[config.mk]
export PLATFORM = sky130hd
export DESIGN_NAME = lbu_uart
export DESIGN_NICKNAME = d
export VERILOG_FILES = /design/src/core/lbu_pkg.sv /design/src/core/lbu_tick_if.sv /design/src/core/lbu_uart.sv /design/src/core/lbu_half_tick.sv /design/src/core/lbu_rx_fifo.sv
export SDC_FILE = /design/constraint.sdc
export NUM_CORES = 1
export LEC_CHECK = 0
export ABC_CLOCK_PERIOD_IN_PS = 3100
export BUFFER_PORTS_ARGS = -buffer_cell sky130_fd_sc_hd__buf_2
export CORE_MARGIN = 1.5
export CORE_UTILIZATION = 62
export CTS_CLUSTER_DIAMETER = 40
export DETAILED_ROUTE_END_ITERATION = 8
export GPL_ROUTABILITY_DRIVEN = 0
export GPL_TIMING_DRIVEN = 0
export PLACE_DENSITY_LB_ADDON = 0.12
export RECOVER_POWER = 100
export REMOVE_ABC_BUFFERS = 1
export SYNTH_ARGS = -nofsm -noshare
export SYNTH_HDL_FRONTEND = slang
export SYNTH_SLANG_ARGS = --single-unit
[constraint.sdc]
create_clock -name clock -period 3.1 [get_ports clock]
set_input_delay 0.93 -clock clock [delete_from_list [all_inputs] [get_ports clock]]
set_output_delay 0.93 -clock clock [all_outputs]
set_load 0.02 [all_outputs]
[src/core/lbu_pkg.sv]
/*
 lbu_pkg: register map, field positions, reset values and mode codes
 for the lighting bus uart frame logic.
 assumes: an 8-bit register port with one-cycle read latency.
*/
package lbu_pkg;

    localparam logic [3:0] ADDR_CONTROL_ONE    = 4'h0;
    localparam logic [3:0] ADDR_CONTROL_TWO    = 4'h1;
    localparam logic [3:0] ADDR_STATUS         = 4'h2;
    localparam logic [3:0] ADDR_PARAM_ONE_LOW  = 4'h3;
    localparam logic [3:0] ADDR_PARAM_ONE_HIGH = 4'h4;
    localparam logic [3:0] ADDR_PARAM_TWO      = 4'h5;
    localparam logic [3:0] ADDR_TX_BUFFER      = 4'h6;
    localparam logic [3:0] ADDR_RX_BUFFER      = 4'h7;
    localparam logic [3:0] ADDR_BAUD_LOW       = 4'h8;
    localparam logic [3:0] ADDR_BAUD_HIGH      = 4'h9;

    // control one: mode in [3:0], enables and polarities above
    localparam int MODE_LSB      = 0;
    localparam int TX_ENABLE_BIT = 4;
    localparam int RX_ENABLE_BIT = 5;
    localparam int TX_POL_BIT    = 6;
    localparam int RX_POL_BIT    = 7;
    // control two: stop bits in [1:0], flush in bit 7
    localparam int STOP_LSB      = 0;
    localparam int FLUSH_BIT     = 7;
    // status bits
    localparam int SHIFT_EMPTY_BIT = 0;
    localparam int RX_FLAG_BIT     = 1;
    localparam int FRAME_KIND_BIT  = 2;
    localparam int TX_FULL_BIT     = 3;

    localparam logic [3:0] MODE_CONTROLLER = 4'h8;
    localparam logic [3:0] MODE_GEAR       = 4'h9;
    localparam logic [1:0] STOP_TWO        = 2'h2;

    localparam logic [7:0]  RESET_BYTE   = 8'h00;
    localparam logic [15:0] RESET_BAUD   = 16'h0000;
    localparam logic [3:0]  RX_DEPTH     = 4'h4;

endpackage

[src/core/lbu_tick_if.sv]
/*
 lbu_tick_if: carries the half-bit tick between baud generator and core.
 assumes: single clock domain.
*/
`timescale 1ns/1ps
interface lbu_tick_if;
    logic [15:0] divisor;
    logic        half_tick;
    logic        sync;
    modport gen  (input divisor, input sync, output half_tick);
    modport user (output divisor, output sync, input half_tick);
endinterface

[src/core/lbu_uart.sv]
/*
 lbu_uart: frame timing for a two-wire lighting bus uart, controller
 and gear roles, with register port and serial pins.
 assumes: rx pin synchronous to clock; one read or write per cycle.
*/
`timescale 1ns/1ps
module lbu_uart (
    input  wire logic       clock,
    input  wire logic       reset_n,
    input  wire logic [3:0] address,
    input  wire logic [7:0] write_data,
    input  wire logic       write_strobe,
    input  wire logic       read_strobe,
    output logic      [7:0] read_data,
    input  wire logic       rx_pin,
    output logic            tx_pin
);
    typedef enum logic [2:0] {
        TX_IDLE  = 3'b000,
        TX_START = 3'b001,
        TX_DATA  = 3'b010,
        TX_STOP  = 3'b011,
        TX_WAIT  = 3'b100
    } lbu_tx_type;
    typedef enum logic [1:0] {
        RX_IDLE  = 2'b00,
        RX_START = 2'b01,
        RX_DATA  = 2'b10,
        RX_STOP  = 2'b11
    } lbu_rx_type;

    lbu_tick_if tick ();
    lbu_half_tick u_tick (.clock(clock), .reset_n(reset_n), .tick(tick));

    logic [7:0]  ctrl_one_reg, ctrl_one_next;
    logic [1:0]  stop_reg, stop_next;
    logic [8:0]  param_one_reg, param_one_next;
    logic [7:0]  param_two_reg, param_two_next;
    logic [15:0] baud_reg, baud_next;
    logic [7:0]  tx_buf_reg, tx_buf_next;
    logic        tx_buf_full_reg, tx_buf_full_next;
    logic [7:0]  shift_reg, shift_next;
    logic        shift_full_reg, shift_full_next;
    logic        kind_reg, kind_next;
    logic        armed_reg, armed_next;
    lbu_tx_type  tx_state_reg, tx_state_next;
    logic [8:0]  tx_count_reg, tx_count_next;
    logic [2:0]  tx_bit_reg, tx_bit_next;
    logic        tx_pin_reg, tx_pin_next;
    lbu_rx_type  rx_state_reg, rx_state_next;
    logic [1:0]  rx_half_reg, rx_half_next;
    logic [2:0]  rx_bit_reg, rx_bit_next;
    logic [7:0]  rx_shift_reg, rx_shift_next;
    logic [8:0]  idle_reg, idle_next;
    logic        fwd_reg, fwd_next;
    logic [7:0]  read_data_reg, read_data_next;

    logic gear_mode, ctrl_mode, line_active, rx_done, flush;
    logic fifo_push, fifo_pop, fifo_ne;
    logic [7:0] fifo_head;

    lbu_rx_fifo u_fifo (
        .clock     (clock),
        .reset_n   (reset_n),
        .flush     (1'b0),
        .push      (fifo_push),
        .push_data (rx_shift_reg),
        .pop       (fifo_pop),
        .head      (fifo_head),
        .not_empty (fifo_ne)
    );

    assign tick.divisor = baud_reg;
    assign tick.sync    = 1'b0;

    function automatic logic wr_hit(input logic [3:0] a);
        return write_strobe && (address == a);
    endfunction

    ////////////////////////////////////////////////////////////////////
    // register port

    always_comb begin
        ctrl_one_next  = ctrl_one_reg;
        stop_next      = stop_reg;
        param_one_next = param_one_reg;
        param_two_next = param_two_reg;
        baud_next      = baud_reg;
        flush          = 1'b0;
        if (wr_hit(lbu_pkg::ADDR_CONTROL_ONE)) begin
            ctrl_one_next = write_data;
        end
        if (wr_hit(lbu_pkg::ADDR_CONTROL_TWO)) begin
            stop_next = write_data[lbu_pkg::STOP_LSB +: 2];
            flush     = write_data[lbu_pkg::FLUSH_BIT];
        end
        if (wr_hit(lbu_pkg::ADDR_PARAM_ONE_LOW)) begin
            param_one_next[7:0] = write_data;
        end
        if (wr_hit(lbu_pkg::ADDR_PARAM_ONE_HIGH)) begin
            param_one_next[8] = write_data[0];
        end
        if (wr_hit(lbu_pkg::ADDR_PARAM_TWO)) begin
            param_two_next = write_data;
        end
        if (wr_hit(lbu_pkg::ADDR_BAUD_LOW)) begin
            baud_next[7:0] = write_data;
        end
        if (wr_hit(lbu_pkg::ADDR_BAUD_HIGH)) begin
            baud_next[15:8] = write_data;
        end
        fifo_pop = read_strobe && (address == lbu_pkg::ADDR_RX_BUFFER);
        read_data_next = 8'h00;
        if (read_strobe) begin
            case (address)
                lbu_pkg::ADDR_CONTROL_ONE:    read_data_next = ctrl_one_reg;
                lbu_pkg::ADDR_CONTROL_TWO:    read_data_next = {6'h00, stop_reg};
                lbu_pkg::ADDR_STATUS: begin
                    read_data_next[lbu_pkg::SHIFT_EMPTY_BIT] =
                        !shift_full_reg && (tx_state_reg == TX_IDLE
                        || tx_state_reg == TX_WAIT);
                    read_data_next[lbu_pkg::RX_FLAG_BIT]    = fifo_ne;
                    read_data_next[lbu_pkg::FRAME_KIND_BIT] = kind_reg;
                    read_data_next[lbu_pkg::TX_FULL_BIT]    = tx_buf_full_reg;
                end
                lbu_pkg::ADDR_PARAM_ONE_LOW:  read_data_next = param_one_reg[7:0];
                lbu_pkg::ADDR_PARAM_ONE_HIGH: read_data_next = {7'h00, param_one_reg[8]};
                lbu_pkg::ADDR_PARAM_TWO:      read_data_next = param_two_reg;
                lbu_pkg::ADDR_RX_BUFFER:      read_data_next = fifo_head;
                lbu_pkg::ADDR_BAUD_LOW:       read_data_next = baud_reg[7:0];
                lbu_pkg::ADDR_BAUD_HIGH:      read_data_next = baud_reg[15:8];
                default:                      read_data_next = 8'h00;
            endcase
        end
    end

    assign gear_mode = ctrl_one_reg[lbu_pkg::MODE_LSB +: 4] == lbu_pkg::MODE_GEAR
        && ctrl_one_reg[lbu_pkg::TX_ENABLE_BIT]
        && ctrl_one_reg[lbu_pkg::RX_ENABLE_BIT];
    assign ctrl_mode = ctrl_one_reg[lbu_pkg::MODE_LSB +: 4]
        == lbu_pkg::MODE_CONTROLLER;

    ////////////////////////////////////////////////////////////////////
    // receiver: samples at half-bit ticks

    always_comb begin
        rx_state_next = rx_state_reg;
        rx_half_next  = rx_half_reg;
        rx_bit_next   = rx_bit_reg;
        rx_shift_next = rx_shift_reg;
        idle_next     = idle_reg;
        fwd_next      = fwd_reg;
        kind_next     = kind_reg;
        fifo_push     = 1'b0;
        rx_done       = 1'b0;
        line_active   = (rx_pin ^ ctrl_one_reg[lbu_pkg::RX_POL_BIT]) == 1'b0;
        if (tick.half_tick) begin
            case (rx_state_reg)
                RX_IDLE: begin
                    if (idle_reg != 9'h1FF) begin
                        idle_next = idle_reg + 9'h001;
                    end
                    if (line_active) begin
                        fwd_next = idle_reg > {1'b0, param_two_reg};
                        rx_state_next = RX_START;
                        rx_half_next  = 2'h0;
                    end
                end
                RX_START: begin
                    rx_state_next = RX_DATA;
                    rx_half_next  = 2'h0;
                    rx_bit_next   = 3'h0;
                end
                RX_DATA: begin
                    rx_half_next = rx_half_reg + 2'h1;
                    if (rx_half_reg[0]) begin
                        rx_half_next  = 2'h0;
                        rx_shift_next = {!line_active, rx_shift_reg[7:1]};
                        rx_bit_next   = rx_bit_reg + 3'h1;
                        if (rx_bit_reg == 3'h7) begin
                            rx_state_next = RX_STOP;
                        end
                    end
                end
                RX_STOP: begin
                    rx_half_next = rx_half_reg + 2'h1;
                    if (rx_half_reg == 2'h2) begin
                        rx_state_next = RX_IDLE;
                        idle_next     = 9'h000;
                        rx_done       = 1'b1;
                        fifo_push     = fwd_reg || !gear_mode;
                        if (ctrl_mode) begin
                            kind_next = fwd_reg;
                        end
                    end
                end
                default: rx_state_next = RX_IDLE;
            endcase
        end
        if (fifo_push) begin
            fifo_push = 1'b1;
        end
        if (!ctrl_one_reg[lbu_pkg::RX_ENABLE_BIT]) begin
            rx_state_next = RX_IDLE;
            fifo_push     = 1'b0;
        end
    end

    ////////////////////////////////////////////////////////////////////
    // transmitter with stop idle and parameter wait

    always_comb begin
        tx_state_next    = tx_state_reg;
        tx_count_next    = tx_count_reg;
        tx_bit_next      = tx_bit_reg;
        tx_pin_next      = tx_pin_reg;
        tx_buf_next      = tx_buf_reg;
        tx_buf_full_next = tx_buf_full_reg;
        shift_next       = shift_reg;
        shift_full_next  = shift_full_reg;
        armed_next       = armed_reg;
        if (tick.half_tick) begin
            case (tx_state_reg)
                TX_IDLE: begin
                    tx_pin_next = !ctrl_one_reg[lbu_pkg::TX_POL_BIT];
                    if (shift_full_reg && (!gear_mode || armed_reg)) begin
                        tx_state_next = TX_START;
                        tx_count_next = 9'h001;
                        armed_next    = 1'b0;
                        tx_pin_next   = ctrl_one_reg[lbu_pkg::TX_POL_BIT];
                    end
                end
                TX_START: begin
                    tx_count_next = tx_count_reg - 9'h001;
                    if (tx_count_reg == 9'h000) begin
                        tx_state_next = TX_DATA;
                        tx_bit_next   = 3'h0;
                        tx_count_next = 9'h001;
                        tx_pin_next = shift_reg[0] ^
                            ctrl_one_reg[lbu_pkg::TX_POL_BIT];
                    end
                end
                TX_DATA: begin
                    tx_count_next = tx_count_reg - 9'h001;
                    if (tx_count_reg == 9'h000) begin
                        tx_count_next = 9'h001;
                        tx_bit_next   = tx_bit_reg + 3'h1;
                        shift_next    = {1'b0, shift_reg[7:1]};
                        tx_pin_next = shift_reg[1] ^
                            ctrl_one_reg[lbu_pkg::TX_POL_BIT];
                        if (tx_bit_reg == 3'h7) begin
                            tx_state_next   = TX_STOP;
                            shift_full_next = 1'b0;
                            tx_pin_next = !ctrl_one_reg[lbu_pkg::TX_POL_BIT];
                            tx_count_next = {6'h00, stop_reg, 1'b0};
                        end
                    end
                end
                TX_STOP: begin
                    tx_count_next = tx_count_reg - 9'h001;
                    if (tx_count_reg <= 9'h001) begin
                        tx_state_next = TX_WAIT;
                        tx_count_next = param_one_reg;
                    end
                end
                TX_WAIT: begin
                    tx_count_next = tx_count_reg - 9'h001;
                    if (tx_count_reg <= 9'h001) begin
                        tx_state_next = TX_IDLE;
                    end
                end
                default: tx_state_next = TX_IDLE;
            endcase
        end
        if (rx_done && !gear_mode && tx_state_reg == TX_WAIT) begin
            tx_count_next = param_one_reg;
        end
        if (rx_done && gear_mode && fwd_reg) begin
            tx_state_next = TX_WAIT;
            tx_count_next = param_one_reg;
            armed_next    = 1'b1;
        end
        if (tx_state_reg == TX_WAIT && tx_state_next == TX_IDLE && gear_mode
            && !shift_full_reg) begin
            armed_next = 1'b0;
        end
        if (!shift_full_next && tx_buf_full_reg
            && (!gear_mode || tx_state_reg == TX_WAIT)) begin
            shift_next       = tx_buf_reg;
            shift_full_next  = 1'b1;
            tx_buf_full_next = 1'b0;
        end
        if (wr_hit(lbu_pkg::ADDR_TX_BUFFER)) begin
            tx_buf_next      = write_data;
            tx_buf_full_next = 1'b1;
        end
        if (flush) begin
            shift_full_next  = 1'b0;
            tx_buf_full_next = 1'b0;
            if (tx_state_reg != TX_WAIT) begin
                tx_state_next = TX_IDLE;
                tx_pin_next = !ctrl_one_reg[lbu_pkg::TX_POL_BIT];
            end
        end
        if (!ctrl_one_reg[lbu_pkg::TX_ENABLE_BIT]) begin
            tx_state_next = TX_IDLE;
            tx_pin_next   = !ctrl_one_reg[lbu_pkg::TX_POL_BIT];
        end
    end

    ////////////////////////////////////////////////////////////////////
    // state registers

    always_ff @(posedge clock or negedge reset_n) begin
        if (!reset_n) begin
            ctrl_one_reg    <= lbu_pkg::RESET_BYTE;
            stop_reg        <= 2'h0;
            param_one_reg   <= 9'h000;
            param_two_reg   <= lbu_pkg::RESET_BYTE;
            baud_reg        <= lbu_pkg::RESET_BAUD;
            tx_buf_reg      <= lbu_pkg::RESET_BYTE;
            tx_buf_full_reg <= 1'b0;
            shift_reg       <= lbu_pkg::RESET_BYTE;
            shift_full_reg  <= 1'b0;
            kind_reg        <= 1'b0;
            armed_reg       <= 1'b0;
            tx_state_reg    <= TX_IDLE;
            tx_count_reg    <= 9'h000;
            tx_bit_reg      <= 3'h0;
            tx_pin_reg      <= 1'b1;
            rx_state_reg    <= RX_IDLE;
            rx_half_reg     <= 2'h0;
            rx_bit_reg      <= 3'h0;
            rx_shift_reg    <= lbu_pkg::RESET_BYTE;
            idle_reg        <= 9'h000;
            fwd_reg         <= 1'b0;
            read_data_reg   <= lbu_pkg::RESET_BYTE;
        end else begin
            ctrl_one_reg    <= ctrl_one_next;
            stop_reg        <= stop_next;
            param_one_reg   <= param_one_next;
            param_two_reg   <= param_two_next;
            baud_reg        <= baud_next;
            tx_buf_reg      <= tx_buf_next;
            tx_buf_full_reg <= tx_buf_full_next;
            shift_reg       <= shift_next;
            shift_full_reg  <= shift_full_next;
            kind_reg        <= kind_next;
            armed_reg       <= armed_next;
            tx_state_reg    <= tx_state_next;
            tx_count_reg    <= tx_count_next;
            tx_bit_reg      <= tx_bit_next;
            tx_pin_reg      <= tx_pin_next;
            rx_state_reg    <= rx_state_next;
            rx_half_reg     <= rx_half_next;
            rx_bit_reg      <= rx_bit_next;
            rx_shift_reg    <= rx_shift_next;
            idle_reg        <= idle_next;
            fwd_reg         <= fwd_next;
            read_data_reg   <= read_data_next;
        end
    end

    assign read_data = read_data_reg;
    assign tx_pin    = tx_pin_reg;
endmodule // lbu_uart

[src/core/lbu_half_tick.sv]
/*
 lbu_half_tick: divides the system clock into a half-bit enable pulse.
 assumes: divisor counts clocks per half bit minus one.
*/
`timescale 1ns/1ps
module lbu_half_tick (
    input  wire logic clock,
    input  wire logic reset_n,
    lbu_tick_if.gen   tick
);
    logic [15:0] count_reg;
    logic [15:0] count_next;
    logic        tick_reg;
    logic        tick_next;

    always_comb begin
        count_next = count_reg - 16'h0001;
        tick_next  = 1'b0;
        if (tick.sync) begin
            count_next = tick.divisor;
        end else if (count_reg == 16'h0000) begin
            count_next = tick.divisor;
            tick_next  = 1'b1;
        end
    end

    always_ff @(posedge clock or negedge reset_n) begin
        if (!reset_n) begin
            count_reg <= 16'h0000;
            tick_reg  <= 1'b0;
        end else begin
            count_reg <= count_next;
            tick_reg  <= tick_next;
        end
    end

    assign tick.half_tick = tick_reg;
endmodule // lbu_half_tick

[src/core/lbu_rx_fifo.sv]
/*
 lbu_rx_fifo: small receive fifo for received frame bytes.
 assumes: push and pop are single-cycle strobes.
*/
`timescale 1ns/1ps
module lbu_rx_fifo (
    input  wire logic       clock,
    input  wire logic       reset_n,
    input  wire logic       flush,
    input  wire logic       push,
    input  wire logic [7:0] push_data,
    input  wire logic       pop,
    output logic      [7:0] head,
    output logic            not_empty
);
    logic [7:0] mem_reg [4];
    logic [1:0] wr_reg;
    logic [1:0] rd_reg;
    logic [2:0] fill_reg;
    logic [1:0] wr_next;
    logic [1:0] rd_next;
    logic [2:0] fill_next;
    logic       do_push;
    logic       do_pop;

    always_comb begin
        do_push   = push && (fill_reg != 3'(lbu_pkg::RX_DEPTH));
        do_pop    = pop && (fill_reg != 3'h0);
        wr_next   = do_push ? wr_reg + 2'h1 : wr_reg;
        rd_next   = do_pop ? rd_reg + 2'h1 : rd_reg;
        fill_next = fill_reg + 3'(do_push) - 3'(do_pop);
        if (flush) begin
            wr_next   = 2'h0;
            rd_next   = 2'h0;
            fill_next = 3'h0;
        end
    end

    always_ff @(posedge clock or negedge reset_n) begin
        if (!reset_n) begin
            wr_reg   <= 2'h0;
            rd_reg   <= 2'h0;
            fill_reg <= 3'h0;
        end else begin
            wr_reg   <= wr_next;
            rd_reg   <= rd_next;
            fill_reg <= fill_next;
        end
    end

    always_ff @(posedge clock) begin
        if (do_push && !flush) begin
            mem_reg[wr_reg] <= push_data;
        end
    end

    assign head      = mem_reg[rd_reg];
    assign not_empty = (fill_reg != 3'h0);
endmodule // lbu_rx_fifo

# After elaboration in Yosys (flattened, before gate mapping)
# Memories as Yosys holds them, arrays and structs flattened.
# Cells that the tools add are included.
[classes] addsub=10 n_lt_le_gt_ge=2 eq_ne=36 mux=82 bitwise=4 n_reduce_logical=62
[ops] operator="9-bit 2-to-1 mux" count=9
[ops] operator="3-bit 2-to-1 mux" count=15
[ops] operator="9-bit case mux with 5 select lines" count=1
[ops] operator="8-bit 2-to-1 mux" count=5
[ops] operator="4-bit case mux with 9 select lines" count=1
[ops] operator="1-bit 2-to-1 mux" count=34
[ops] operator="1-bit logical AND" count=24
[ops] operator="4-bit case mux with 6 select lines" count=1
[ops] operator="3-bit inequality test, second input constant" count=6
[ops] operator="9-bit case mux with 2 select lines" count=1
[ops] operator="3-bit AND reduction" count=6
[ops] operator="3-bit nonzero test" count=6
[ops] operator="4-bit by 3-bit == test with 1-bit output, second input constant" count=4
[ops] operator="4-bit == test, second input constant" count=4
[ops] operator="16-bit logical NOT" count=1
[ops] operator="16-bit 2-to-1 mux" count=1
[ops] operator="2-bit 2-to-1 mux" count=8
[ops] operator="2-bit case mux with 4 select lines" count=2
[ops] operator="16-bit by 1-bit subtractor with 16-bit output, second input constant" count=1
[ops] operator="3-bit case mux with 5 select lines" count=1
[ops] operator="2-bit inequality test, second input constant" count=6
[ops] operator="3-bit case mux with 2 select lines" count=2
[ops] operator="4-bit AND reduction" count=3
[ops] operator="2-bit nonzero test" count=6
[ops] operator="other kinds (30)" count=48
[totals] reg_bits=136 ram_bits=32 in_bits=17 output_inout_bits=9 word_cells=226 memories=1
[memory_table] name="u_fifo.mem_reg" depth=4 width=8 read_ports=1 rd_clocked_by_memory_dff=0 wr=1 line="lbu_rx_fifo.sv:16" source="logic [7:0] mem_reg [4];"

# Logic depth before layout (Yosys ltp)
# Gate-level depths: netlist (run 1).
[logic_depth] ltp_word=16 ltp_mapped=13 ltp_nobuf=11

# By module
# From an unflattened synthesis (run 1), not the netlist that was laid out.
[hier_totals] hier_cells=785 hier_area_um2=8688.3
[modules_own_cells] module="lbu_uart" instances=1 cells_each=601 area_per_inst_um2=6112.1 seq_area_each_um2=2803.9
[modules_own_cells] module="lbu_rx_fifo" instances=1 cells_each=88 area_per_inst_um2=1631.6 seq_area_each_um2=1136.1
[modules_own_cells] module="lbu_half_tick" instances=1 cells_each=96 area_per_inst_um2=944.7 seq_area_each_um2=425.4

# Least setup slack after synthesis (run 1)
# Ideal clock, no wire load.
[synth_path] kind="input-to-reg" start="input port address[2]" end="register u_fifo.fill_reg[2]" setup_time_ns=0.123 arrival_time_ns=3.241 t_required_ns=2.977 setup_slack_ns=-0.264 stages=13 path_buffers=3 path_cell_list="clkbuf_1 nor2b_1 clkbuf_1 nor2b_1 clkbuf_1 and3b_1 ha_1 inv_1 ha_1 inv_1 fa_1 xnor2_1 xnor2_1"
[synth_between] elab_chain_cells=4
[synth_lines] item="start: declaration" line="lbu_uart.sv:10" source="input wire logic [3:0] address,"
[synth_lines] item="4-bit by 3-bit == test with 1-bit output" line="lbu_uart.sv:112" source="fifo_pop = read_strobe && (address == lbu_pkg::ADDR_RX_BUFFER);"
[synth_lines] item="1-bit logical AND" line="lbu_uart.sv:112"
[synth_lines] item="1-bit logical AND" line="lbu_rx_fifo.sv:28" source="do_pop = pop && (fill_reg != 3'h0);"
[synth_lines] item="named net u_fifo.do_pop" line="lbu_rx_fifo.sv:24" source="logic do_pop;"
[synth_lines] item="3-bit by 1-bit subtractor with 3-bit output" line="lbu_rx_fifo.sv:31" source="fill_next = fill_reg + 3'(do_push) - 3'(do_pop);"
[synth_lines] item="named net u_fifo.fill_next[2]" line="lbu_rx_fifo.sv:22" source="logic [2:0] fill_next;"
[synth_lines] item="end signal: assignment" line="lbu_rx_fifo.sv:47" source="fill_reg <= fill_next;"
[synth_lines] item="end: declaration" line="lbu_rx_fifo.sv:19" source="logic [2:0] fill_reg;"
# The timed path passes the listed nets, and every way through them passes these cells.
# A chain may end at the register's enable or synchronous reset.

# Worst setup path in the final report (run 1)
# Ends and elaborated chain as after synthesis.

==> results of run 1 <==
==> stage by stage <==
stage / hold WS (ps) / instance area [µm²] / util / cells / setup WS [ps]
detailed placement: 483 / 8710 / 0.655 / 949 / -907
finish: 493 / 9300 / 0.700 / 982 / 173
global route: 530 / 9300 / 0.700 / 982 / 5.22
global placement: 463 / 8680 / 0.653 / 948 / -935
CTS: 501 / 9310 / 0.700 / 981 / 26.0
floorplan: 452 / 8330 / - / 747 / -108
==> layout by cell type (no fill, tap or decap), drive strengths merged, types with 4 or more instances in the layout <==
cell type	instances
o21a	5
dfrtp	135
a21oi	45
xor2	12
clkbuf	30
nor2b	14
and2	7
nor4	9
nand3	21
mux4	8
nor2	61
o211ai	4
ha	31
a22oi	10
nand2b	5
nand3b	4
a31oi	10
mux2	55
nand4	12
mux2i	16
or3	5
or4	4
xnor2	15
nor3b	4
nor3	14
clkinv	5
inv	39
edfxtp	32
a22o	11
a221o	4
and3	4
buf	13
nand2	77
a211oi	4
o2bb2ai	5
o21ai	42
==> layer usage <==
layer  global-route usage  wire length (µm)  vias up
li1                     -                 -     2859
met1                0.394              8390     2985
met2                0.440              9210      203
met3               0.0604              1090       42
met4                0.108               504        0
met5                    0                 0        -
==> worst max-delay path, stage by stage <==
cell and delay (ps):
clkbuf_4 230, nor2b_4 330, nor2b_4 320, and3b_1 280
ha_1 250, inv_1 50, ha_1 130, inv_1 50
fa_1 370, xnor2_1 190, xnor2_1 140
==> power groups by stage <==
stage               combinational (W)  sequential [W]  clock (W)
finish                       0.000948         0.00300    0.00212
CTS                          0.000942         0.00300    0.00215
floorplan                    0.000688         0.00291          0
global placement             0.000882         0.00302          0
global route                  0.00105         0.00305    0.00225
detailed placement           0.000926         0.00304          0
==> cells in the mapped netlist (all sizes together), types with 6 or more instances <==
library cell / n
nand2: 77
edfxtp: 32
o21ai: 42
nand4: 11
a31oi: 10
and2: 7
ha: 31
dfrtp: 135
mux2: 55
xnor2: 15
nor3: 14
nor4: 9
mux4: 8
mux2i: 16
nor2b: 14
nor2: 61
xor2: 12
nand3: 21
a22oi: 10
buf: 6
a22o: 11
a21oi: 45
inv: 34
clkbuf: 28
==> area by class of cell <==
| type | count | area, µm² |
|---|---|---|
| inverter | 34 | 128 |
| multi-input combinational | 546 | 3850 |
| fill | 993 | 3990 |
| clock inverter | 15 | 168 |
| timing repair buffer | 26 | 145 |
| clock buffer | 17 | 425 |
| tap | 176 | 220 |
| sequential | 168 | 4370 |
==> timing repair <==
action | in CTS | in global routing
buffers inserted | 0 | 0
resized for setup | 3 | 5
pin swaps | 0 | 1
setup endpoints to repair | 2 | 27
hold buffers | 0 | 0
gates cloned | 0 | 1
==> cells by family after synthesis <==
family	count (synthesis)	synth area share
compound gates	162	0.125
xor+xnor	27	0.0279
fa+ha+maj	32	0.0482
buf+inv	68	0.0316
flops	168	0.515
mux	79	0.113
simple gates	245	0.139
==> worst min path at each step <==
stage | from | cells past startpoint | to | slack, ps
CTS | reset_n | 1 | shift_reg[1] | 500
finish | tx_buf_reg[4] | 2 | shift_reg[4] | 490
global route | tx_buf_reg[4] | 1 | tx_buf_reg[4] | 530
floorplan | tx_buf_reg[0] | 2 | shift_reg[0] | 450
detailed placement | tx_buf_reg[4] | 2 | shift_reg[4] | 480
global placement | tx_buf_reg[5] | 2 | shift_reg[5] | 460
==> Flow_metrics.wiki, run 1 <==
{| class="wikitable"
! Metric !! Value
|-
| Areal power density over the cells || between 600 and 700 mW/mm²
|-
| Sequential share of power || 0.494
|-
| Ratio of routed vias to standard cells || 6.20
|-
| Top FF cell, synth || dfrtp_1
|-
| Detailed-route via count || 6089
|-
| Distinct cell type count of the synthesized netlist || 66
|-
| Mean routed wirelength per cell || 19.5 µm
|-
| VDD IR max || 0.000395 V
|-
| # rows || between 40 and 50
|-
| End of the critical path || u_fifo.fill_reg[2]
|-
| Die Span X || 120 µm
|-
| Quantity of I/O buffers inserted on ports || 25
|-
| Maximum number of buffers from clock root to sink || 2
|-
| Fin. Hold Viols || 0
|-
| Critical-path maximum fanout || 17
|-
| TritonCTS clock tree || yes
|-
| Fraction of synthesis flops using an asynchronous set or reset pin || 0.810
|-
| Residual DRC count || 0
|-
| Capture point of the worst reg-to-reg path || tx_count_reg[8]
|-
| Wire length of the first global-routing pass || 31.0 mm
|-
| RR Startpoint || u_tick.tick.half_tick
|-
| Area growth, synth to finish || 9.82%
|-
| Initial cell density of the core || 0.637
|-
| Worst setup path start || address[2]
|-
| Synth warn || 0
|-
| Register-to-register path setup slack || 230 ps
|-
| Overall routed net length || 19.2 mm
|-
| Classification of the worst-slack hold path || register to register
|-
| Outcome || finished with violations
|-
| Drt first-iter violations || 470
|-
| Switching share of total power || 0.296
|-
| Switch Pwr || between 0.0015 and 0.002 W
|-
| Proportion of netlist area held by the largest area contributor || 0.399
|-
| Insertion delay to the later sink of the worst-skew pair || around 440 ps
|-
| Mapped Area || between 0.008 and 0.009 mm²
|-
| Relative slew slack || -0.114
|-
| Flip-flop count of the largest register, all copies and words added || 32
|-
| Final critical delay including setup and external delays || approximately 3000 ps
|-
| Drt first pass iters || 6
|-
| Standby leakage power || 3.90 nW
|-
| Actual slew at the worst max-slew pin || approximately 1700 ps
|-
| Number of placed I/O pins || 26
|-
| Area of the core || 0.0133 mm²
|-
| Total number of clock tree sinks || 168
|-
| Gate Count Post-Synth || slightly below 800
|-
| Mean post-synth cell area || 10.8 µm²
|-
| Count of inserted antenna diode cells || 0
|-
| Arr. time, crit path || 3280 ps
|-
| Layout Nets || 842
|-
| Overall Power || 0.00607 W
|-
| Height of the chip || roughly 120 µm
|-
| Synthesis-stage register bit count || approximately 170
|-
| Maximum clock frequency || around 0.34 GHz
|-
| Start-to-end type of the worst setup path || input pin to register
|-
| Final Max Tran Viols || between 60 and 70
|-
| Critical path startpoint category || input pin
|-
| Number of synthesized flops with an enable pin || 32
|-
| Clock root buffer || clkbuf_16
|-
| Number of cells on the worst reg-to-reg path || 6
|-
| Global router's overall resource usage || 0.283
|-
| Register area share after synthesis || 0.515
|-
| Die outline area || approximately 0.014 mm²
|-
| Final ANT Viol Nets || 0
|-
| Internal power of the cells || 0.00427 W
|-
| Failing checks || capacitance limit, slew limit
|-
| Max-Cap Viols || 1
|-
| Main area contributors after synthesis || dfrtp_1 40%, edfxtp_1 11%, mux2_2 7.3%
|-
| Setup repair after global routing missed its margin || false
|-
| Clock-pin slew on the worst setup and hold paths || 60 ps
|-
| Top cell type by total area after synthesis || dfrtp_1
|-
| CP Data Required Time || 3450 ps
|-
| H-tree depth || 4
|-
| Number of clock buffers inserted by TritonCTS || 17
|-
| Logic pwr share || 0.156
|-
| Dpl hpwl || 13.2 mm
|-
| Final critical-path share of the clock period || 0.944
|-
| Type of destination of the critical path || register
|-
| Final global-route overflow total || 0
|-
| Clk_skew || 7.03 ps
|-
| Fraction of layout cells with a size suffix above 1 || 0.148
|-
| Setup Viol. Count Final || 0
|-
| Clock network fraction of design power || 0.350
|-
| Setup TNS || 0 ps
|-
| Maximum number of pins on one net before global-route repair || 72
|-
| Number of antenna violations at the first check in global routing || 0
|-
| Number of global-route vias before repair || 5991
|}
No activity file was read; power rests on OpenSTA's default activity.
==> inputs of run 2 (changes only) <==
--- a/config.mk
+++ b/config.mk
@@ -8,7 +8,8 @@
 export ABC_CLOCK_PERIOD_IN_PS = 3100
 export BUFFER_PORTS_ARGS = -buffer_cell sky130_fd_sc_hd__buf_2
 export CORE_MARGIN = 1.5
-export CORE_UTILIZATION = 62
+export CORE_UTILIZATION = 65
+export CTS_BUF_LIST = sky130_fd_sc_hd__clkbuf_2
 export CTS_CLUSTER_DIAMETER = 40
 export DETAILED_ROUTE_END_ITERATION = 8
 export GPL_ROUTABILITY_DRIVEN = 0
==> Flow_metrics.wiki, run 2 (same netlist as run 1, synthesis figures left out) <==
{| class="wikitable"
! Metric !! Value
|-
| Dpl hpwl || 13.5 mm (+2.8%)
|-
| Maximum number of buffers from clock root to sink || 2 (unchanged)
|-
| Die outline area || 0.0137 mm² (-4.5%)
|-
| Final Max Tran Viols || 56 (-15%)
|-
| Arr. time, crit path || 3590 ps (+310 ps)
|-
| Switch Pwr || 0.00171 W (-4.8%)
|-
| Wire length of the first global-routing pass || 29.7 mm (-4.2%)
|-
| Critical-path maximum fanout || 17 (unchanged)
|-
| Initial cell density of the core || 0.669 (+0.0314)
|-
| Logic pwr share || 0.185 (+0.029)
|-
| Final critical delay including setup and external delays || 2880 ps (-50.2 ps)
|-
| Worst Setup Slack, final || 223 ps (+50.2 ps)
|-
| Fill cell total of the finished layout || 946 (-4.7%)
|-
| Worst setup slack before clock tree synthesis || -905 ps (+2.61 ps)
|-
| Switching share of total power || 0.336 (+0.0398)
|-
| Total number of clock tree sinks || 168 (unchanged)
|-
| Clock-pin slew on the worst setup and hold paths || 250 ps (+190 ps)
|-
| Setup repair after global routing missed its margin || false
|-
| Clock root buffer || clkbuf_2
|-
| Fraction of layout cells with a size suffix above 1 || 0.148 (unchanged)
|-
| Total of hold buffers inserted after clock tree synthesis || 0 (unchanged)
|-
| Actual slew at the worst max-slew pin || 2530 ps (+854 ps)
|-
| Max-Cap Viols || 1 (unchanged)
|-
| Global router's overall resource usage || 0.292 (+0.00890)
|-
| Clk_skew || 23.8 ps (+16.7 ps)
|-
| Critical path startpoint category || input pin
|-
| Type of destination of the critical path || register
|-
| Die Span X || 117 µm (-2.3%)
|-
| Classification of the worst-slack hold path || input pin to register
|-
| Quantity of I/O buffers inserted on ports || 25 (unchanged)
|-
| Clock network fraction of design power || 0.225 (-0.125)
|-
| Flip-flop count of the largest register, all copies and words added || 32 (unchanged)
|-
| Residual DRC count || 0 (unchanged)
|-
| Outcome || finished with violations
|-
| Internal power of the cells || 0.00338 W (-21%)
|-
| H-tree depth || 4 (unchanged)
|-
| TritonCTS clock tree || yes
|-
| Final ANT Viol Nets || 0 (unchanged)
|-
| Sum of routed wire segments on met1 || 8.21 mm (-2.1%)
|-
| Start-to-end type of the worst setup path || input pin to register
|-
| Most frequent cells in the layout || 134 x dfrtp_1, 77 x nand2_1, 61 x nor2_1, 53 x mux2_2, 43 x a21oi_1
|-
| VDD IR max || 0.000331 V (-16%)
|-
| Multi-input logic area || 0.00385 mm² (unchanged)
|-
| Area growth, synth to finish || 5.52%
|-
| Height of the chip || 117 µm (-2.3%)
|-
| Setup Fix Bufs, Post-CTS || 0 (unchanged)
|-
| Ratio of routed vias to standard cells || 6.35 (+2.5%)
|-
| CP Data Required Time || 3810 ps (+360 ps)
|-
| Final global-route overflow total || 0 (unchanged)
|-
| Maximum number of pins on one net before global-route repair || 82 (+14%)
|-
| Maximum clock frequency || 0.348 GHz (+1.7%)
|-
| Layout Nets || 842 (unchanged)
|-
| Setup Viol. Count Final || 0 (unchanged)
|-
| Amount of wire on met2 after detailed routing || 9.18 mm (-0.33%)
|-
| Number of global-route vias before repair || 5899 (-1.5%)
|-
| Failing checks || capacitance limit, slew limit
|-
| Number of antenna violations at the first check in global routing || 1 (+1)
|-
| Fin. Hold Viols || 0 (unchanged)
|-
| Mean routed wirelength per cell || 19.6 µm (+0.11%)
|-
| Drt first-iter violations || 520 (+11%)
|-
| Met3 routed WL || 1.13 mm (+4.0%)
|-
| Detailed-route via count || 6221 (+2.2%)
|-
| Relative slew slack || -0.683 (-0.569)
|-
| Number of placed I/O pins || 26 (unchanged)
|-
| Post-layout utilization of the core || 0.705 (+0.00574)
|-
| Number of clock buffers inserted by TritonCTS || 17 (unchanged)
|-
| Standby leakage power || 3.77 nW (-3.5%)
|-
| Leading cell type in the layout, fill and taps excluded || dfrtp_1
|-
| Final critical-path share of the clock period || 0.928 (-0.0162)
|-
| Register cell area after layout || 0.00437 mm² (about the same)
|-
| Overall routed net length || 19.2 mm (-0.19%)
|-
| Area of the core || 0.0127 mm² (-4.7%)
|-
| Insertion delay to the later sink of the worst-skew pair || 760 ps (+320 ps)
|-
| # rows || 41 (-2.4%)
|-
| Drt first pass iters || 7 (+1)
|-
| Sequential share of power || 0.590 (+0.096)
|-
| DR top layer || met4
|-
| Setup TNS || 0 ps (unchanged)
|-
| Areal power density over the cells || 570 mW/mm² (-13%)
|}
## run 2: final cells by class
cell class	count	area share
diodes	1	0.000280
well taps	172	0.0241
repair buffers	26	0.0164
clock buffers	18	0.0101
inverters	34	0.0143
clock inverters	14	0.0155
multi-input cells	546	0.431
flip-flops and latches	168	0.489
## run 2: repair_timing
action,4_1_cts,5_1_grt
hold endpoints to repair,0,0
gates resized for setup,1,4
gates cloned,0,1
endpoints found under the setup margin,1,17
pin swaps,0,1
## run 2: per-layer routing
| layer | global-route usage | vias to the layer above |
|---|---|---|
| li1 | - | 2852 |
| met1 | 0.394 | 3065 |
| met2 | 0.462 | 255 |
| met3 | 0.0556 | 49 |
| met4 | 0.133 | 0 |
| met5 | 0 | - |
## run 2: final timing paths
path | startpoint | end | slack [ps] | cells after the start
worst max-delay path | address[2] | u_fifo.fill_reg[2] | 220 | 11
worst min-delay path | write_data[3] | param_two_reg[3] | 460 | 3
max in group asynchronous | reset_n | u_tick.count_reg[9] | 660 | 1
worst min register to register | tx_buf_reg[1] | shift_reg[1] | 530 | 2
worst max register to register | tx_count_reg[5] | tx_count_reg[8] | 300 | 6
min in group asynchronous | reset_n | tx_count_reg[1] | 1020 | 1
## run 2: worst max-delay path: stages
cell and delay (ps):
buf_2 260, nor2b_2 450, nor2b_2 450, and3b_1 300
ha_1 250, inv_1 60, ha_1 120, inv_1 50
fa_1 380, xnor2_1 190, xnor2_1 140
## run 2: power groups by stage
stage / registers, W / logic (W) / clock network, W
after floorplan: 0.00291 / 0.000688 / 0
after global placement: 0.00301 / 0.000881 / 0
after detailed placement: 0.00304 / 0.000930 / 0
after CTS: 0.00299 / 0.000939 / 0.00117
after global routing: 0.00305 / 0.00105 / 0.00125
final: 0.00301 / 0.000942 / 0.00115
## run 2: stage by stage
stage | instance area [µm²] | total power [W] | std cells | hold slack [ps]
floorplan | 8330 | 0.00359 | 747 | 452
global placement | 8670 | 0.00389 | 944 | 474
detailed placement | 8700 | 0.00397 | 945 | 487
CTS | 8940 | 0.00510 | 977 | 54.9
global route | 8940 | 0.00536 | 979 | 412
finish | 8940 | 0.00510 | 979 | 457
==> inputs of run 3 (changes only) <==
==> constraint.sdc (replaced) <==
create_clock -name clock -period 3.1 [get_ports clock]
set_input_delay 0.155 -clock clock [delete_from_list [all_inputs] [get_ports clock]]
set_output_delay 0.155 -clock clock [all_outputs]
set_load 0.02 [all_outputs]
==> Flow_metrics.wiki, run 3 (same netlist as run 1, synthesis figures left out) <==
{| class="wikitable"
! Metric !! Value
|-
| Hold path depth || 5 (+2)
|-
| Fin. Hold Viols || 0 (unchanged)
|-
| Maximum number of buffers from clock root to sink || 2 (unchanged)
|-
| Relative slew slack || 0.0488 (+0.732)
|-
| Outcome || finished, final reports clean
|-
| Clock root buffer || clkbuf_2
|-
| TritonCTS clock tree || yes
|-
| Clk_skew || 26.6 ps (+2.86 ps)
|-
| Type of destination of the critical path || register
|-
| Start-to-end type of the worst setup path || register to register
|-
| Maximum number of pins on one net before global-route repair || 82 (unchanged)
|-
| Area of the core || 0.0127 mm² (unchanged)
|-
| Final critical delay including setup and external delays || 2850 ps (-22.4 ps)
|-
| Residual DRC count || 0 (unchanged)
|-
| Final ANT Viol Nets || 0 (unchanged)
|-
| Fraction of layout cells with a size suffix above 1 || 0.143 (-0.00427)
|-
| H-tree depth || 4 (unchanged)
|-
| Global router's overall resource usage || 0.299 (+0.00796)
|-
| Arr. time, crit path || 3570 ps (-20 ps)
|-
| Total number of clock tree sinks || 168 (unchanged)
|-
| VDD IR max || 0.000331 V (about the same)
|-
| Number of global-route vias before repair || 6113 (+3.6%)
|-
| Critical-path maximum fanout || 7 (-10)
|-
| Number of cells on the worst reg-to-reg path || 6 (unchanged)
|-
| Drt first-iter violations || 509 (-2.1%)
|-
| Critical path startpoint category || register
|-
| Maximum clock frequency || 0.350 GHz (+0.78%)
|-
| Fill cell total of the finished layout || 912 (-3.6%)
|-
| Areal power density over the cells || 559 mW/mm² (-2.0%)
|-
| Flip-flop count of the largest register, all copies and words added || 32 (unchanged)
|-
| Register-to-register path setup slack || 250 ps (-50 ps)
|-
| Number of placed I/O pins || 26 (unchanged)
|-
| Clock-pin slew on the worst setup and hold paths || 240 ps (about the same)
|-
| Number of antenna violations at the first check in global routing || 1 (unchanged)
|-
| Final Max Tran Viols || 0 (-100%)
|-
| Worst setup slack before clock tree synthesis || -130 ps (+775 ps)
|-
| Standby leakage power || 3.85 nW (+2.3%)
|-
| # rows || 41 (unchanged)
|-
| Layout Nets || 866 (+2.9%)
|-
| Initial cell density of the core || 0.669 (unchanged)
|-
| Overall routed net length || 19.6 mm (+2.5%)
|-
| Worst Setup Slack, final || 246 ps (+22.4 ps)
|-
| Quantity of I/O buffers inserted on ports || 25 (unchanged)
|-
| Number of clock buffers inserted by TritonCTS || 17 (unchanged)
|-
| Ratio of routed vias to standard cells || 6.29 (-1.1%)
|-
| Area growth, synth to finish || 8.20%
|-
| Most frequent cells in the layout || 134 x dfrtp_1, 77 x nand2_1, 61 x nor2_1, 53 x mux2_2, 43 x a21oi_1
|-
| Setup Viol. Count Final || 0 (unchanged)
|-
| CP Data Required Time || 3810 ps (about the same)
|-
| Leading cell type in the layout, fill and taps excluded || dfrtp_1
|-
| Dpl hpwl || 13.5 mm (unchanged)
|-
| Final global-route overflow total || 0 (unchanged)
|-
| Actual slew at the worst max-slew pin || 1420 ps (-1100 ps)
|-
| Number of cells in the design after placement || 945 (unchanged)
|-
| Height of the chip || 117 µm (unchanged)
|-
| Max-Cap Viols || 0 (-1)
|-
| Final critical-path share of the clock period || 0.921 (-0.00721)
|-
| Die Span X || 117 µm (unchanged)
|-
| Die outline area || 0.0137 mm² (unchanged)
|-
| Mean routed wirelength per cell || 19.6 µm (about the same)
|-
| Final standard cell count with taps included and fillers excluded || 1003 (+2.5%)
|-
| Drt first pass iters || 6 (-1)
|-
| Setup repair after global routing missed its margin || false
|-
| Classification of the worst-slack hold path || input pin to register
|-
| Detailed-route via count || 6306 (+1.4%)
|-
| Wire length of the first global-routing pass || 30.6 mm (+2.8%)
|-
| Insertion delay to the later sink of the worst-skew pair || 760 ps (about the same)
|}
-- run 3: cell count changes in the layout (fill, tap and decap cells not counted) --
| cell | previous run | this run |
|---|---|---|
| clkbuf_1 | 9 | 10 |
| clkbuf_2 | 18 | 19 |
| clkdlybuf4s15_1 | 1 | 0 |
| dlygate4sd3_1 | 0 | 23 |
| nor2b_1 | 12 | 13 |
| nor2b_2 | 2 | 1 |
-- run 3: where the power goes --
part	switching (W)	total (W)	internal [W]
sequential	0.000412	0.00301	0.00260
combinational	0.000488	0.000964	0.000476
clock	0.000825	0.00115	0.000323
total	0.00173	0.00512	0.00340
-- run 3: path summary, 6_finish.rpt --
check	from	endpoint
setup / recovery	tx_count_reg[5]	tx_count_reg[8]
hold / removal	address[0]	read_data[3]
setup reg to reg	tx_count_reg[5]	tx_count_reg[8]
hold reg to reg	tx_buf_reg[1]	shift_reg[1]
max in group asynchronous	reset_n	rx_half_reg[0]
min in group asynchronous	reset_n	tx_pin
-- run 3: timing repair --
item	4_1_cts	5_1_grt
hold buffers	24	0
gates resized for setup	0	4
setup endpoints to repair	0	15
setup buffers	0	0
hold endpoints to repair	201	0
-- run 3: area by class of cell --
cell class,instances,area [µm²],area share
timing repair buffer,50,375,0.0410
clock inverter,14,139,0.0152
clock buffer,18,90.1,0.00983
sequential,168,4370,0.476
multi-input combinational,546,3850,0.420
inverter,34,128,0.0139
tap,172,215,0.0235
antenna,1,2.50,0.000273
-- run 3: critical path: stages, from the launching register on --
cell	delay, ps
dfrtp_1	500
or4_1	600
nor3_1	670
nand2_1	260
a21oi_1	540
a22oi_1	130
nand3_1	120
-- run 3: layer usage --
metal | up-vias | wire length, µm | GRT usage
li1 | 2897 | - | -
met1 | 3103 | 8560 | 0.402
met2 | 252 | 9280 | 0.470
met3 | 54 | 1050 | 0.0561
met4 | 0 | 753 | 0.153
met5 | - | 0 | 0
-- run 3: stage by stage --
step	area (µm²)	total power [W]	hold WS (ps)	setup TNS [ps]	utilization
detailed placement	8700	0.00397	153	-130	0.687
CTS	9190	0.00512	52.8	0	0.725
finish	9170	0.00512	99.8	0	0.723
global route	9170	0.00538	70.8	0	0.723
floorplan	8330	0.00359	-141	0	-
global placement	8670	0.00389	474	-97.2	0.684
